[src/verilog/cfef_consts.svh]
`ifndef CFEF_CONSTS_SVH
`define CFEF_CONSTS_SVH
// ==========================================================
// Register offsets (page 0)
`define CFEF_OFS_SHORT   7'h5f
`define CFEF_OFS_STICKY  7'h60
`define CFEF_OFS_LIVE    7'h61
`define CFEF_OFS_BTNCLR  7'h0e
// ==========================================================
// Bit positions
`define CFEF_B_LEFT_SC   7
`define CFEF_B_RIGHT_SC  6
`define CFEF_B_COM_SC    5
`define CFEF_B_RSVD      4
`define CFEF_B_COM_PWR   3
`define CFEF_B_BUTTON    3
`define CFEF_B_HEADSET   2
`define CFEF_B_NG_LEFT   1
`define CFEF_B_NG_RIGHT  0
// ==========================================================
// Reset values and timing
`define CFEF_RST_BYTE    8'h00
`define CFEF_PULSE_ON    4'h4
`define CFEF_PULSE_PER   4'h8
`endif

[src/verilog/cfef_pkg.sv]
`default_nettype none
package cfef_pkg;
  typedef struct packed {
    logic left_sc;
    logic right_sc;
    logic com_sc;
    logic com_pwr;
    logic button;
    logic headset;
    logic ng_left;
    logic ng_right;
  } cfef_cond_s;
  typedef struct packed {
    logic       rd;
    logic [6:0] addr;
  } cfef_rd_s;
endpackage : cfef_pkg
`default_nettype wire

[src/verilog/cfef_repeat_pulse.sv]
`include "cfef_consts.svh"
`default_nettype none
module cfef_repeat_pulse
  import cfef_pkg::*;
(
  input  wire logic clk_sys,
  input  wire logic sys_rst,
  input  wire logic pending,
  output var  logic pulse_out
);
  typedef struct packed {
    logic [3:0] cnt;
    logic       out;
  } cfef_rp_s;
  cfef_rp_s st_reg;
  cfef_rp_s st_next;
  // ==========================================================
  // Repeating pulse train while events are pending
  always_comb begin
    st_next = st_reg;
    if (!pending) begin
      st_next.cnt = 4'h0;
      st_next.out = 1'b0;
    end else begin
      st_next.cnt = (st_reg.cnt == `CFEF_PULSE_PER - 4'h1) ? 4'h0 : st_reg.cnt + 4'h1;
      st_next.out = (st_next.cnt < `CFEF_PULSE_ON);  // RULE_10
    end
  end
  always_ff @(posedge clk_sys or posedge sys_rst) begin
    if (sys_rst) begin
      st_reg <= '0;
    end else begin
      st_reg <= st_next;
    end
  end
  assign pulse_out = st_reg.out;
endmodule : cfef_repeat_pulse
`default_nettype wire

[src/verilog/cfef_event_flags.sv]
// How it works
// RULE_01: Short status bits 7..5 show live short on left, right, common drivers.
// RULE_02: Short status bit 3 shows common driver fully powered up.
// RULE_03: Sticky bits 7..5 hold shorts, bit 3 holds button press.
// RULE_04: Sticky bit 2 sets on headset insertion or removal.
// RULE_05: Live flags register mirrors sticky layout with current states.
// RULE_06: Live bit 2 is one while a headset is present.
// RULE_07: Live button bit is sticky, cleared only by reading register 14.
// RULE_08: Bits 1 and 0 are one while channel power is below noise gate.
// RULE_09: Reserved bits read zero; host must not write them.
// RULE_10: Repeat mode pulses interrupt until sticky register is read.
// RULE_11: All flags reset to zero; writes never change them.
`include "cfef_consts.svh"
`default_nettype none
module cfef_event_flags
  import cfef_pkg::*;
(
  input  wire logic       clk_sys,
  input  wire logic       sys_rst,
  input  wire cfef_cond_s cond_in,
  input  wire logic       irq_repeat,
  input  wire logic       reg_rd,
  input  wire logic       reg_wr,
  input  wire logic [6:0] reg_addr,
  output logic [7:0]      reg_rdata,
  output logic            irq_pulse
);
  typedef struct packed {
    cfef_cond_s live;
    cfef_cond_s prev;
    cfef_cond_s sticky;
    logic       live_btn;
    logic [7:0] rdata;
    logic       irq;
  } cfef_st_s;
  cfef_st_s st_reg;
  cfef_st_s st_next;
  logic     rep_out;
  logic     pending;
  function automatic logic [7:0] pack_flags(input cfef_cond_s c, input logic btn);
    pack_flags = {c.left_sc, c.right_sc, c.com_sc, 1'b0, btn, c.headset, c.ng_left, c.ng_right};
  endfunction : pack_flags
  // Strobe decode shared by both clearing reads
  function automatic logic rd_hit(input logic rd, input logic [6:0] a, input logic [6:0] ofs);
    rd_hit = rd && (a == ofs);
  endfunction : rd_hit
  // ==========================================================
  // Flag update; a new event wins over a clearing read
  always_comb begin
    st_next      = st_reg;
    st_next.live = cond_in;
    st_next.prev = st_reg.live;
    if (rd_hit(reg_rd, reg_addr, `CFEF_OFS_STICKY)) begin
      st_next.sticky = '0;  // RULE_10
    end
    if (rd_hit(reg_rd, reg_addr, `CFEF_OFS_BTNCLR)) begin
      st_next.live_btn = 1'b0;  // RULE_07
    end
    st_next.sticky.left_sc  = st_next.sticky.left_sc | st_reg.live.left_sc;   // RULE_03
    st_next.sticky.right_sc = st_next.sticky.right_sc | st_reg.live.right_sc; // RULE_03
    st_next.sticky.com_sc   = st_next.sticky.com_sc | st_reg.live.com_sc;     // RULE_03
    st_next.sticky.button   = st_next.sticky.button | st_reg.live.button;     // RULE_03
    st_next.sticky.headset  = st_next.sticky.headset
                            | (st_reg.live.headset ^ st_reg.prev.headset);    // RULE_04
    st_next.sticky.ng_left  = st_next.sticky.ng_left | st_reg.live.ng_left;   // RULE_08
    st_next.sticky.ng_right = st_next.sticky.ng_right | st_reg.live.ng_right; // RULE_08
    st_next.sticky.com_pwr  = 1'b0;
    st_next.live_btn        = st_next.live_btn | st_reg.live.button;          // RULE_07
    st_next.irq             = rep_out;  // RULE_10
    // Writes are ignored: these registers are read-only
    unique case (reg_addr)
      `CFEF_OFS_SHORT:  st_next.rdata = {st_reg.live.left_sc, st_reg.live.right_sc,
                                         st_reg.live.com_sc, 1'b0, st_reg.live.com_pwr,
                                         3'h0};  // RULE_01 RULE_02 RULE_09
      `CFEF_OFS_STICKY: st_next.rdata = pack_flags(st_reg.sticky, st_reg.sticky.button);
      `CFEF_OFS_LIVE:   st_next.rdata = pack_flags(st_reg.live, st_reg.live_btn); // RULE_05 RULE_06
      default:          st_next.rdata = `CFEF_RST_BYTE;
    endcase
  end
  always_ff @(posedge clk_sys or posedge sys_rst) begin
    if (sys_rst) begin
      st_reg <= '0;  // RULE_11
    end else begin
      st_reg <= st_next;
    end
  end
  assign pending = irq_repeat && (st_reg.sticky != '0);
  cfef_repeat_pulse u_rep (
    .clk_sys   (clk_sys),
    .sys_rst   (sys_rst),
    .pending   (pending),
    .pulse_out (rep_out)
  );
  // Pulse train passes through state so the pin comes straight from a flop
  assign reg_rdata = st_reg.rdata;
  assign irq_pulse = st_reg.irq;
  // ==========================================================
  // Checks
  property p_short_live;
    @(posedge clk_sys) disable iff (sys_rst)
    (reg_addr == `CFEF_OFS_SHORT) |=> reg_rdata[7] == $past(st_reg.live.left_sc);
  endproperty
  a_short_live: assert property (p_short_live) else $error("short bit wrong"); // RULE_01
  property p_pwr;
    @(posedge clk_sys) disable iff (sys_rst)
    (reg_addr == `CFEF_OFS_SHORT) |=> reg_rdata[3] == $past(st_reg.live.com_pwr);
  endproperty
  a_pwr: assert property (p_pwr) else $error("power bit wrong"); // RULE_02
  property p_sticky_hold;
    @(posedge clk_sys) disable iff (sys_rst)
    st_reg.sticky.left_sc && !(reg_rd && reg_addr == `CFEF_OFS_STICKY) |=> st_reg.sticky.left_sc;
  endproperty
  a_sticky_hold: assert property (p_sticky_hold) else $error("sticky lost"); // RULE_03
  property p_hs_edge;
    @(posedge clk_sys) disable iff (sys_rst)
    (st_reg.live.headset != st_reg.prev.headset) |=> st_reg.sticky.headset;
  endproperty
  a_hs_edge: assert property (p_hs_edge) else $error("headset edge missed"); // RULE_04
  property p_live_hs;
    @(posedge clk_sys) disable iff (sys_rst)
    (reg_addr == `CFEF_OFS_LIVE) |=> reg_rdata[2] == $past(st_reg.live.headset);
  endproperty
  a_live_hs: assert property (p_live_hs) else $error("live headset wrong"); // RULE_06
  property p_btn_hold;
    @(posedge clk_sys) disable iff (sys_rst)
    st_reg.live_btn && !(reg_rd && reg_addr == `CFEF_OFS_BTNCLR) |=> st_reg.live_btn;
  endproperty
  a_btn_hold: assert property (p_btn_hold) else $error("button cleared early"); // RULE_07
  property p_rsvd;
    @(posedge clk_sys) disable iff (sys_rst)
    reg_rdata[`CFEF_B_RSVD] == 1'b0;
  endproperty
  a_rsvd: assert property (p_rsvd) else $error("reserved bit set"); // RULE_09
  property p_irq;
    @(posedge clk_sys) disable iff (sys_rst)
    !pending [*2] |=> !irq_pulse;
  endproperty
  a_irq: assert property (p_irq) else $error("pulse without pending"); // RULE_10
  property p_ng;
    @(posedge clk_sys) disable iff (sys_rst)
    (reg_addr == `CFEF_OFS_LIVE) |=> reg_rdata[0] == $past(st_reg.live.ng_right);
  endproperty
  a_ng: assert property (p_ng) else $error("noise gate wrong"); // RULE_08
  property p_wr;
    @(posedge clk_sys) disable iff (sys_rst)
    reg_wr && !reg_rd && !st_reg.live.button |=> st_reg.live_btn == $past(st_reg.live_btn);
  endproperty
  a_wr: assert property (p_wr) else $error("write changed flag"); // RULE_11
  property p_short_right;
    @(posedge clk_sys) disable iff (sys_rst)
    (reg_addr == `CFEF_OFS_SHORT) |=> reg_rdata[6] == $past(st_reg.live.right_sc);
  endproperty
  a_short_right: assert property (p_short_right) else $error("right short wrong"); // RULE_01
  property p_short_com;
    @(posedge clk_sys) disable iff (sys_rst)
    (reg_addr == `CFEF_OFS_SHORT) |=> reg_rdata[5] == $past(st_reg.live.com_sc);
  endproperty
  a_short_com: assert property (p_short_com) else $error("common short wrong"); // RULE_01
  property p_short_low;
    @(posedge clk_sys) disable iff (sys_rst)
    (reg_addr == `CFEF_OFS_SHORT) |=> reg_rdata[2:0] == 3'h0;
  endproperty
  a_short_low: assert property (p_short_low) else $error("short low bits set"); // RULE_09
  property p_btn_stk;
    @(posedge clk_sys) disable iff (sys_rst)
    st_reg.live.button |=> st_reg.sticky.button;
  endproperty
  a_btn_stk: assert property (p_btn_stk) else $error("button not captured"); // RULE_03
  property p_com_hold;
    @(posedge clk_sys) disable iff (sys_rst)
    st_reg.sticky.com_sc && !rd_hit(reg_rd, reg_addr, `CFEF_OFS_STICKY)
    |=> st_reg.sticky.com_sc;
  endproperty
  a_com_hold: assert property (p_com_hold) else $error("common sticky lost"); // RULE_03
  property p_stk_hs;
    @(posedge clk_sys) disable iff (sys_rst)
    (reg_addr == `CFEF_OFS_STICKY) |=> reg_rdata[2] == $past(st_reg.sticky.headset);
  endproperty
  a_stk_hs: assert property (p_stk_hs) else $error("sticky headset wrong"); // RULE_04
  property p_ack;
    @(posedge clk_sys) disable iff (sys_rst)
    rd_hit(reg_rd, reg_addr, `CFEF_OFS_STICKY) && (st_reg.live == '0) && !st_reg.prev.headset
    |=> st_reg.sticky == '0;
  endproperty
  a_ack: assert property (p_ack) else $error("sticky read did not clear"); // RULE_10
  property p_btn_set;
    @(posedge clk_sys) disable iff (sys_rst)
    st_reg.live.button |=> st_reg.live_btn;
  endproperty
  a_btn_set: assert property (p_btn_set) else $error("live button not set"); // RULE_07
  property p_btn_clr;
    @(posedge clk_sys) disable iff (sys_rst)
    rd_hit(reg_rd, reg_addr, `CFEF_OFS_BTNCLR) && !st_reg.live.button |=> !st_reg.live_btn;
  endproperty
  a_btn_clr: assert property (p_btn_clr) else $error("live button not cleared"); // RULE_07
  property p_live_com;
    @(posedge clk_sys) disable iff (sys_rst)
    (reg_addr == `CFEF_OFS_LIVE) |=> reg_rdata[5] == $past(st_reg.live.com_sc);
  endproperty
  a_live_com: assert property (p_live_com) else $error("live common wrong"); // RULE_05
  property p_live_btn;
    @(posedge clk_sys) disable iff (sys_rst)
    (reg_addr == `CFEF_OFS_LIVE) |=> reg_rdata[3] == $past(st_reg.live_btn);
  endproperty
  a_live_btn: assert property (p_live_btn) else $error("live button wrong"); // RULE_05
  property p_ng_left;
    @(posedge clk_sys) disable iff (sys_rst)
    (reg_addr == `CFEF_OFS_LIVE) |=> reg_rdata[1] == $past(st_reg.live.ng_left);
  endproperty
  a_ng_left: assert property (p_ng_left) else $error("left gate wrong"); // RULE_08
  property p_unmapped;
    @(posedge clk_sys) disable iff (sys_rst)
    !(reg_addr inside {`CFEF_OFS_SHORT, `CFEF_OFS_STICKY, `CFEF_OFS_LIVE})
    |=> reg_rdata == 8'h00;
  endproperty
  a_unmapped: assert property (p_unmapped) else $error("unmapped read not zero"); // RULE_09
  property p_irq_start;
    @(posedge clk_sys) disable iff (sys_rst)
    $rose(pending) |-> ##[1:3] irq_pulse;
  endproperty
  a_irq_start: assert property (p_irq_start) else $error("pulse train late"); // RULE_10
  property p_wr_stk;
    @(posedge clk_sys) disable iff (sys_rst)
    reg_wr && !reg_rd && (st_reg.live == '0) && !st_reg.prev.headset
    |=> st_reg.sticky == $past(st_reg.sticky);
  endproperty
  a_wr_stk: assert property (p_wr_stk) else $error("write changed sticky"); // RULE_11
endmodule : cfef_event_flags
`default_nettype wire

[config.mk]
export PLATFORM = sky130hd
export DESIGN_NAME = cfef_event_flags
export DESIGN_NICKNAME = d
export VERILOG_FILES = /design/src/verilog/cfef_pkg.sv /design/src/verilog/cfef_repeat_pulse.sv /design/src/verilog/cfef_event_flags.sv
export VERILOG_INCLUDE_DIRS = /design/src /design/src/verilog
export SDC_FILE = /design/constraint.sdc
export NUM_CORES = 1
export LEC_CHECK = 0
export BUFFER_PORTS_ARGS = -buffer_cell sky130_fd_sc_hd__buf_2
export CORE_MARGIN = 2
export CORE_UTILIZATION = 38
export DETAILED_ROUTE_END_ITERATION = 6
export HOLD_SLACK_MARGIN = 0.02
export PLACE_DENSITY_LB_ADDON = 0.3
export RECOVER_POWER = 25
export SYNTH_ARGS = -nofsm -noshare
export SYNTH_HDL_FRONTEND = slang
export SYNTH_SLANG_ARGS = --single-unit
[constraint.sdc]
create_clock -name clk_sys -period 1.4 [get_ports clk_sys]
set_input_delay 0 -clock clk_sys [delete_from_list [all_inputs] [get_ports clk_sys]]
set_output_delay 0 -clock clk_sys [all_outputs]
set_load 0.1 [all_outputs]
# Word level (Yosys, flattened, before mapping)
# Cells that the tools add are included.
[classes] add_sub_neg=1 n_bitwise=9 n_lt_le_gt_ge=1 mux=5 n_reduce_logical=4 eq_ne=5
[ops] op="case mux 8 bit (3 select lines)" n=1
[ops] op="== test 7 bit (second input constant)" n=3
[ops] op="two-way mux 8 bit" n=1
[ops] op="bitwise OR 1 bit" n=8
[ops] op="nonzero test 8 bit" n=1
[ops] op="== test 7 x 4 -> 1 bit (second input constant)" n=1
[ops] op="two-way mux 5 bit" n=1
[ops] op="adder 4 x 1 -> 4 bit (second input constant)" n=1
[ops] op="== test 4 x 3 -> 1 bit (second input constant)" n=1
[ops] op="< comparator 4 x 3 -> 1 bit (second input constant)" n=1
[ops] op="two-way mux 4 bit" n=1
[ops] op="logical AND 1 bit" n=3
[ops] op="two-way mux 1 bit" n=1
[ops] op="bitwise XOR 1 bit" n=1
[totals] regBits=31 in_bits=20 word_cells=46

# Logic depth before layout (Yosys ltp)
[logic_depth] word_depth=4 ltp_mapped=4 depth_no_buf=4

# By module
# Synthesis repeated with hierarchy kept, for this count alone.
[unflattened] cells_unflattened=98 area_unflattened_um2=1261.2
[by_module_without_submodules] module="cfef_event_flags" seq_area_each_um2=625.6 n_inst=1 area_per_inst_um2=1032.2 cells_each=78
[by_module_without_submodules] module="cfef_repeat_pulse" seq_area_each_um2=125.1 n_inst=1 area_per_inst_um2=229.0 cells_each=20

# Least setup slack after synthesis
# No wires, ideal clock.
[synth_timing] kind="reg2reg" from="register st_reg[13] (netlist bit)" to="register u_rep.st_reg[1] (netlist bit)" setup_time_ns=0.140 path_slack_ns=-0.011 required_ns=1.260 path_buffers=0 path_stages_with_launch=4 synth_period_minus_slack_ns=1.411 t_arrival_ns=1.271 cell_sequence="dfrtp_1 or4_4 o41ai_4 a311oi_1"
[synth_lines] item="start, declared" line="cfef_event_flags.sv:36" text="cfef_st_s st_reg;"
[synth_lines] item="start signal, assigned" line="cfef_event_flags.sv:84" text="st_reg <= st_next;"
[synth_lines] item="end signal, assigned" line="cfef_repeat_pulse.sv:33" text="st_reg <= st_next;"
[synth_lines] item="end, declared" line="cfef_repeat_pulse.sv:15" text="cfef_rp_s st_reg;"

==> run_results.csv <==
group,metric,value,unit
logic_synthesis,yosysSeqAreaShare,61.41,%
logic_synthesis,synth_top_area_cell,"dfrtp_1",
hold_path,hold_path_class,"input pin to flip-flop",
sta,period_needed,1.507,ns
logic_synthesis,synth_area_leaders,"dfrtp_1, buf_4, a21o_1",
finish,multiInputGateArea,391.6,sq um
power_and_ir_drop,ir_drop,522.4,uV
detailed_routing,drt_iter0_markers,23,
global_route,grt_usage,13.62,%
power_and_ir_drop,internal_power,1.310,mW
worst_setup_path,crit_path_start_kind,"flip-flop",
global_route,grt_max_degree,31,
clocking,clkSinkCount,30,
flow_run,drv_cap,0,
finish,largest_reg_flops,9,
global_route,grt_pass1_wl,3.477,mm
detailed_routing,drt.antenna.violating_nets,0,
power_and_ir_drop,powerDensity,1084,nW/um^2
power_and_ir_drop,p_clk_share,36.1,%
clocking,clockBufferDepth,2,
global_route,grt_pass1_vias,790,
sta,whs,0.06390,ns
clocking,postCtsSetupBuffers,0,
die,row_count,20,
power_and_ir_drop,p_leak,0.7554,nW
finish,finish.instance_area,1580,sq um
die,die_w,60.72,um
worst_setup_path,crit_chain,"or4_4 -> o41ai_4 -> nor2_1",
power_and_ir_drop,switching_share,23.55,%
logic_synthesis,yosys_warnings,0,
logic_synthesis,synth_top_area_share,61.41,%
logic_synthesis,syn_area,1222,sq um
clocking,post_cts_resized,0,
detailed_routing,totalWireLength,2.146,mm
power_and_ir_drop,power_frac_comb,10.6,%
status,status,"complete, but fails checks",
clocking,clkTransAtPathRegs,0.09,ns
die,io_pins,29,
placement,gp_congestion,0.7965,
placement,portBuffers,26,
clocking,cts_root_buffer,"clkbuf_4",
power_and_ir_drop,seqPwrFrac,53.3,%
detailed_routing,viasPerCell,4.486,
clocking,cts_made_buffers,5,
placement,hpwl,1.493,mm
sta,fin_ws,-0.1067,ns
worst_setup_path,path_max_fanout,5,
logic_synthesis,synth-main-ff-cell,"dfrtp_1",
finish,seqCellArea,750.7,sq um
placement,dpl_cell_area,1384,sq um
worst_setup_path,endpoint_kind,"flip-flop",
global_route,antenna_found_initial,0,
sta,drv_slew,0,
sta,max_freq,0.6637,GHz
logic_synthesis,ys_ff_latch,30,
clocking,cts_max_level,2,
sta,setup_viol,5,
detailed_routing,drc_errors,0,
finish,drive_gt1_share,31.65,%
finish,n_antenna_cell,0,
finish,synthToLayoutAreaGrowth,29.27,%
finish,nFillCells,304,
sta,rsz0062_at_grt,"true",
sta,slew-limit-headroom,53.06,%
logic_synthesis,syn_inst,97,
worst_setup_path,cp.arrival,1.70,ns
die,core_area,3053,sq um
sta,finClkSkew,0.007002,ns
die,dieArea,3686,sq um
logic_synthesis,synth_cell_types,29,
status,violations,"setup timing",
worst_setup_path,critPathMaxStageDelay,0.55,ns
logic_synthesis,syn_area_per_cell,12.60,sq um
detailed_routing,drtPass1Iterations,4,
sta,hold_viol_final,0,
worst_setup_path,cp.required,1.60,ns
logic_synthesis,synth_fp_nets,118,
sta,worst_slew_pin_slew,0.7041,ns
clocking,cts_tree,"yes",
die,start_util,40.04,%
logic_synthesis,synth_edf_count,0,
power_and_ir_drop,p_switching,0.4036,mW
worst_setup_path,worstSetupPathType,"flip-flop to flip-flop",
die,fp.dieH,60.72,um
detailed_routing,drt-wirelength-per-cell,11.73,um
global_route,overflow,0,
worst_setup_path,slowest_stage,"or4_4",
clocking,insertion_delay,0.32,ns
sta,finalCritPeriodShare,107.6,%
detailed_routing,vias,821,
logic_synthesis,synthArstFlopShare,100.0,%
finish,nets,159,
-- synth_stat cells, types with 2 or more instances --
library cell / n
nor2_1: 8
nand4b_1: 4
nand3_1: 8
buf_4: 8
nand4_1: 3
mux2i_1: 5
dfrtp_1: 30
inv_1: 3
a21o_1: 7
nand2_1: 2
-- cells by family after synthesis --
kind of cell | count (synthesis) | synth area share [%]
simple gates | 32 | 15.76
mux | 5 | 4.094
buf+inv | 13 | 6.550
compound gates | 13 | 9.417
xor+xnor | 2 | 1.433
fa+ha+maj | 1 | 1.023
flops | 30 | 61.41
other cells | 1 | 0.3068
-- placed cells by master, fill, tap and decap left out, types with 4 or more instances in the layout --
cell type	n
mux2i_1	5
dfrtp_1	30
nor2_1	8
buf_2	26
nand3_1	8
clkbuf_4	5
nand4b_1	4
dlygate4sd3_1	12
buf_4	5
a21o_1	7
-- through the flow --
step / total power, mW / std cells / setup WS [ns] / util (%) / TNS [ns]
after CTS: 1.737 / 183 / -0.1183 / 51.84 / -0.5267
after detailed placement: 1.089 / 163 / -0.1052 / 45.33 / -0.4319
after floorplan: 1.040 / 97 / -0.01089 / - / -0.01713
after global placement: 1.085 / 163 / -0.05521 / 45.33 / -0.2116
after global routing: 1.794 / 183 / -0.1876 / 51.76 / -0.8805
final: 1.714 / 183 / -0.1067 / 51.76 / -0.4614
-- power groups by stage --
stage               clock [mW]  combinational [mW]  sequential [mW]
detailed placement           0               0.158            0.931
global route             0.678               0.197            0.918
finish                   0.618               0.182            0.914
CTS                      0.640               0.183            0.914
floorplan                    0              0.0925            0.948
global placement             0               0.154            0.930
-- what timing repair did --
action                                 CTS  global route
hold buffers                            12             0
pin swaps                                1             0
setup endpoints to repair                5             5
endpoints found under the hold margin   44             0
-- critical path, delay by kind of cell (launching register included) --
kind | cells | cell delay, ns
and+or+nand+nor | 2 | 0.65
DFF | 1 | 0.39
AOI/OAI and AO/OA | 1 | 0.34
-- routing by layer --
metal	vias to the layer above	part of all wire, %	track usage [%]
li1	416	-	-
met1	376	45	15.68
met2	20	48	20.58
met3	9	4.0	5.117
met4	0	3.4	10.25
met5	-	0	0
-- final cells by class --
type / count / share of cell area [%]
clock buffer: 8 / 4.988
inverter: 3 / 0.7126
multi-input combinational: 54 / 24.78
sequential: 30 / 47.51
tap: 44 / 3.484
timing repair buffer: 44 / 18.53
-- worst paths after layout --
| check | startpoint | end | slack, ns | cells past startpoint |
|---|---|---|---|---|
| max in group asynchronous | sys_rst | reg_rdata[5] | 0.55 | 4 |
| min in group asynchronous | sys_rst | u_rep.st_reg[3] | 0.40 | 4 |
| worst max register to register | st_reg[13] | u_rep.st_reg[4] | -0.11 | 3 |
| worst min-delay path | reg_addr[0] | reg_rdata[6] | 0.06 | 3 |
| worst max-delay path | st_reg[13] | u_rep.st_reg[4] | -0.11 | 3 |
| worst min register to register | u_rep.pulse_out | irq_pulse | 0.36 | 0 |
Note: power is estimated with default switching activity, not from simulation.
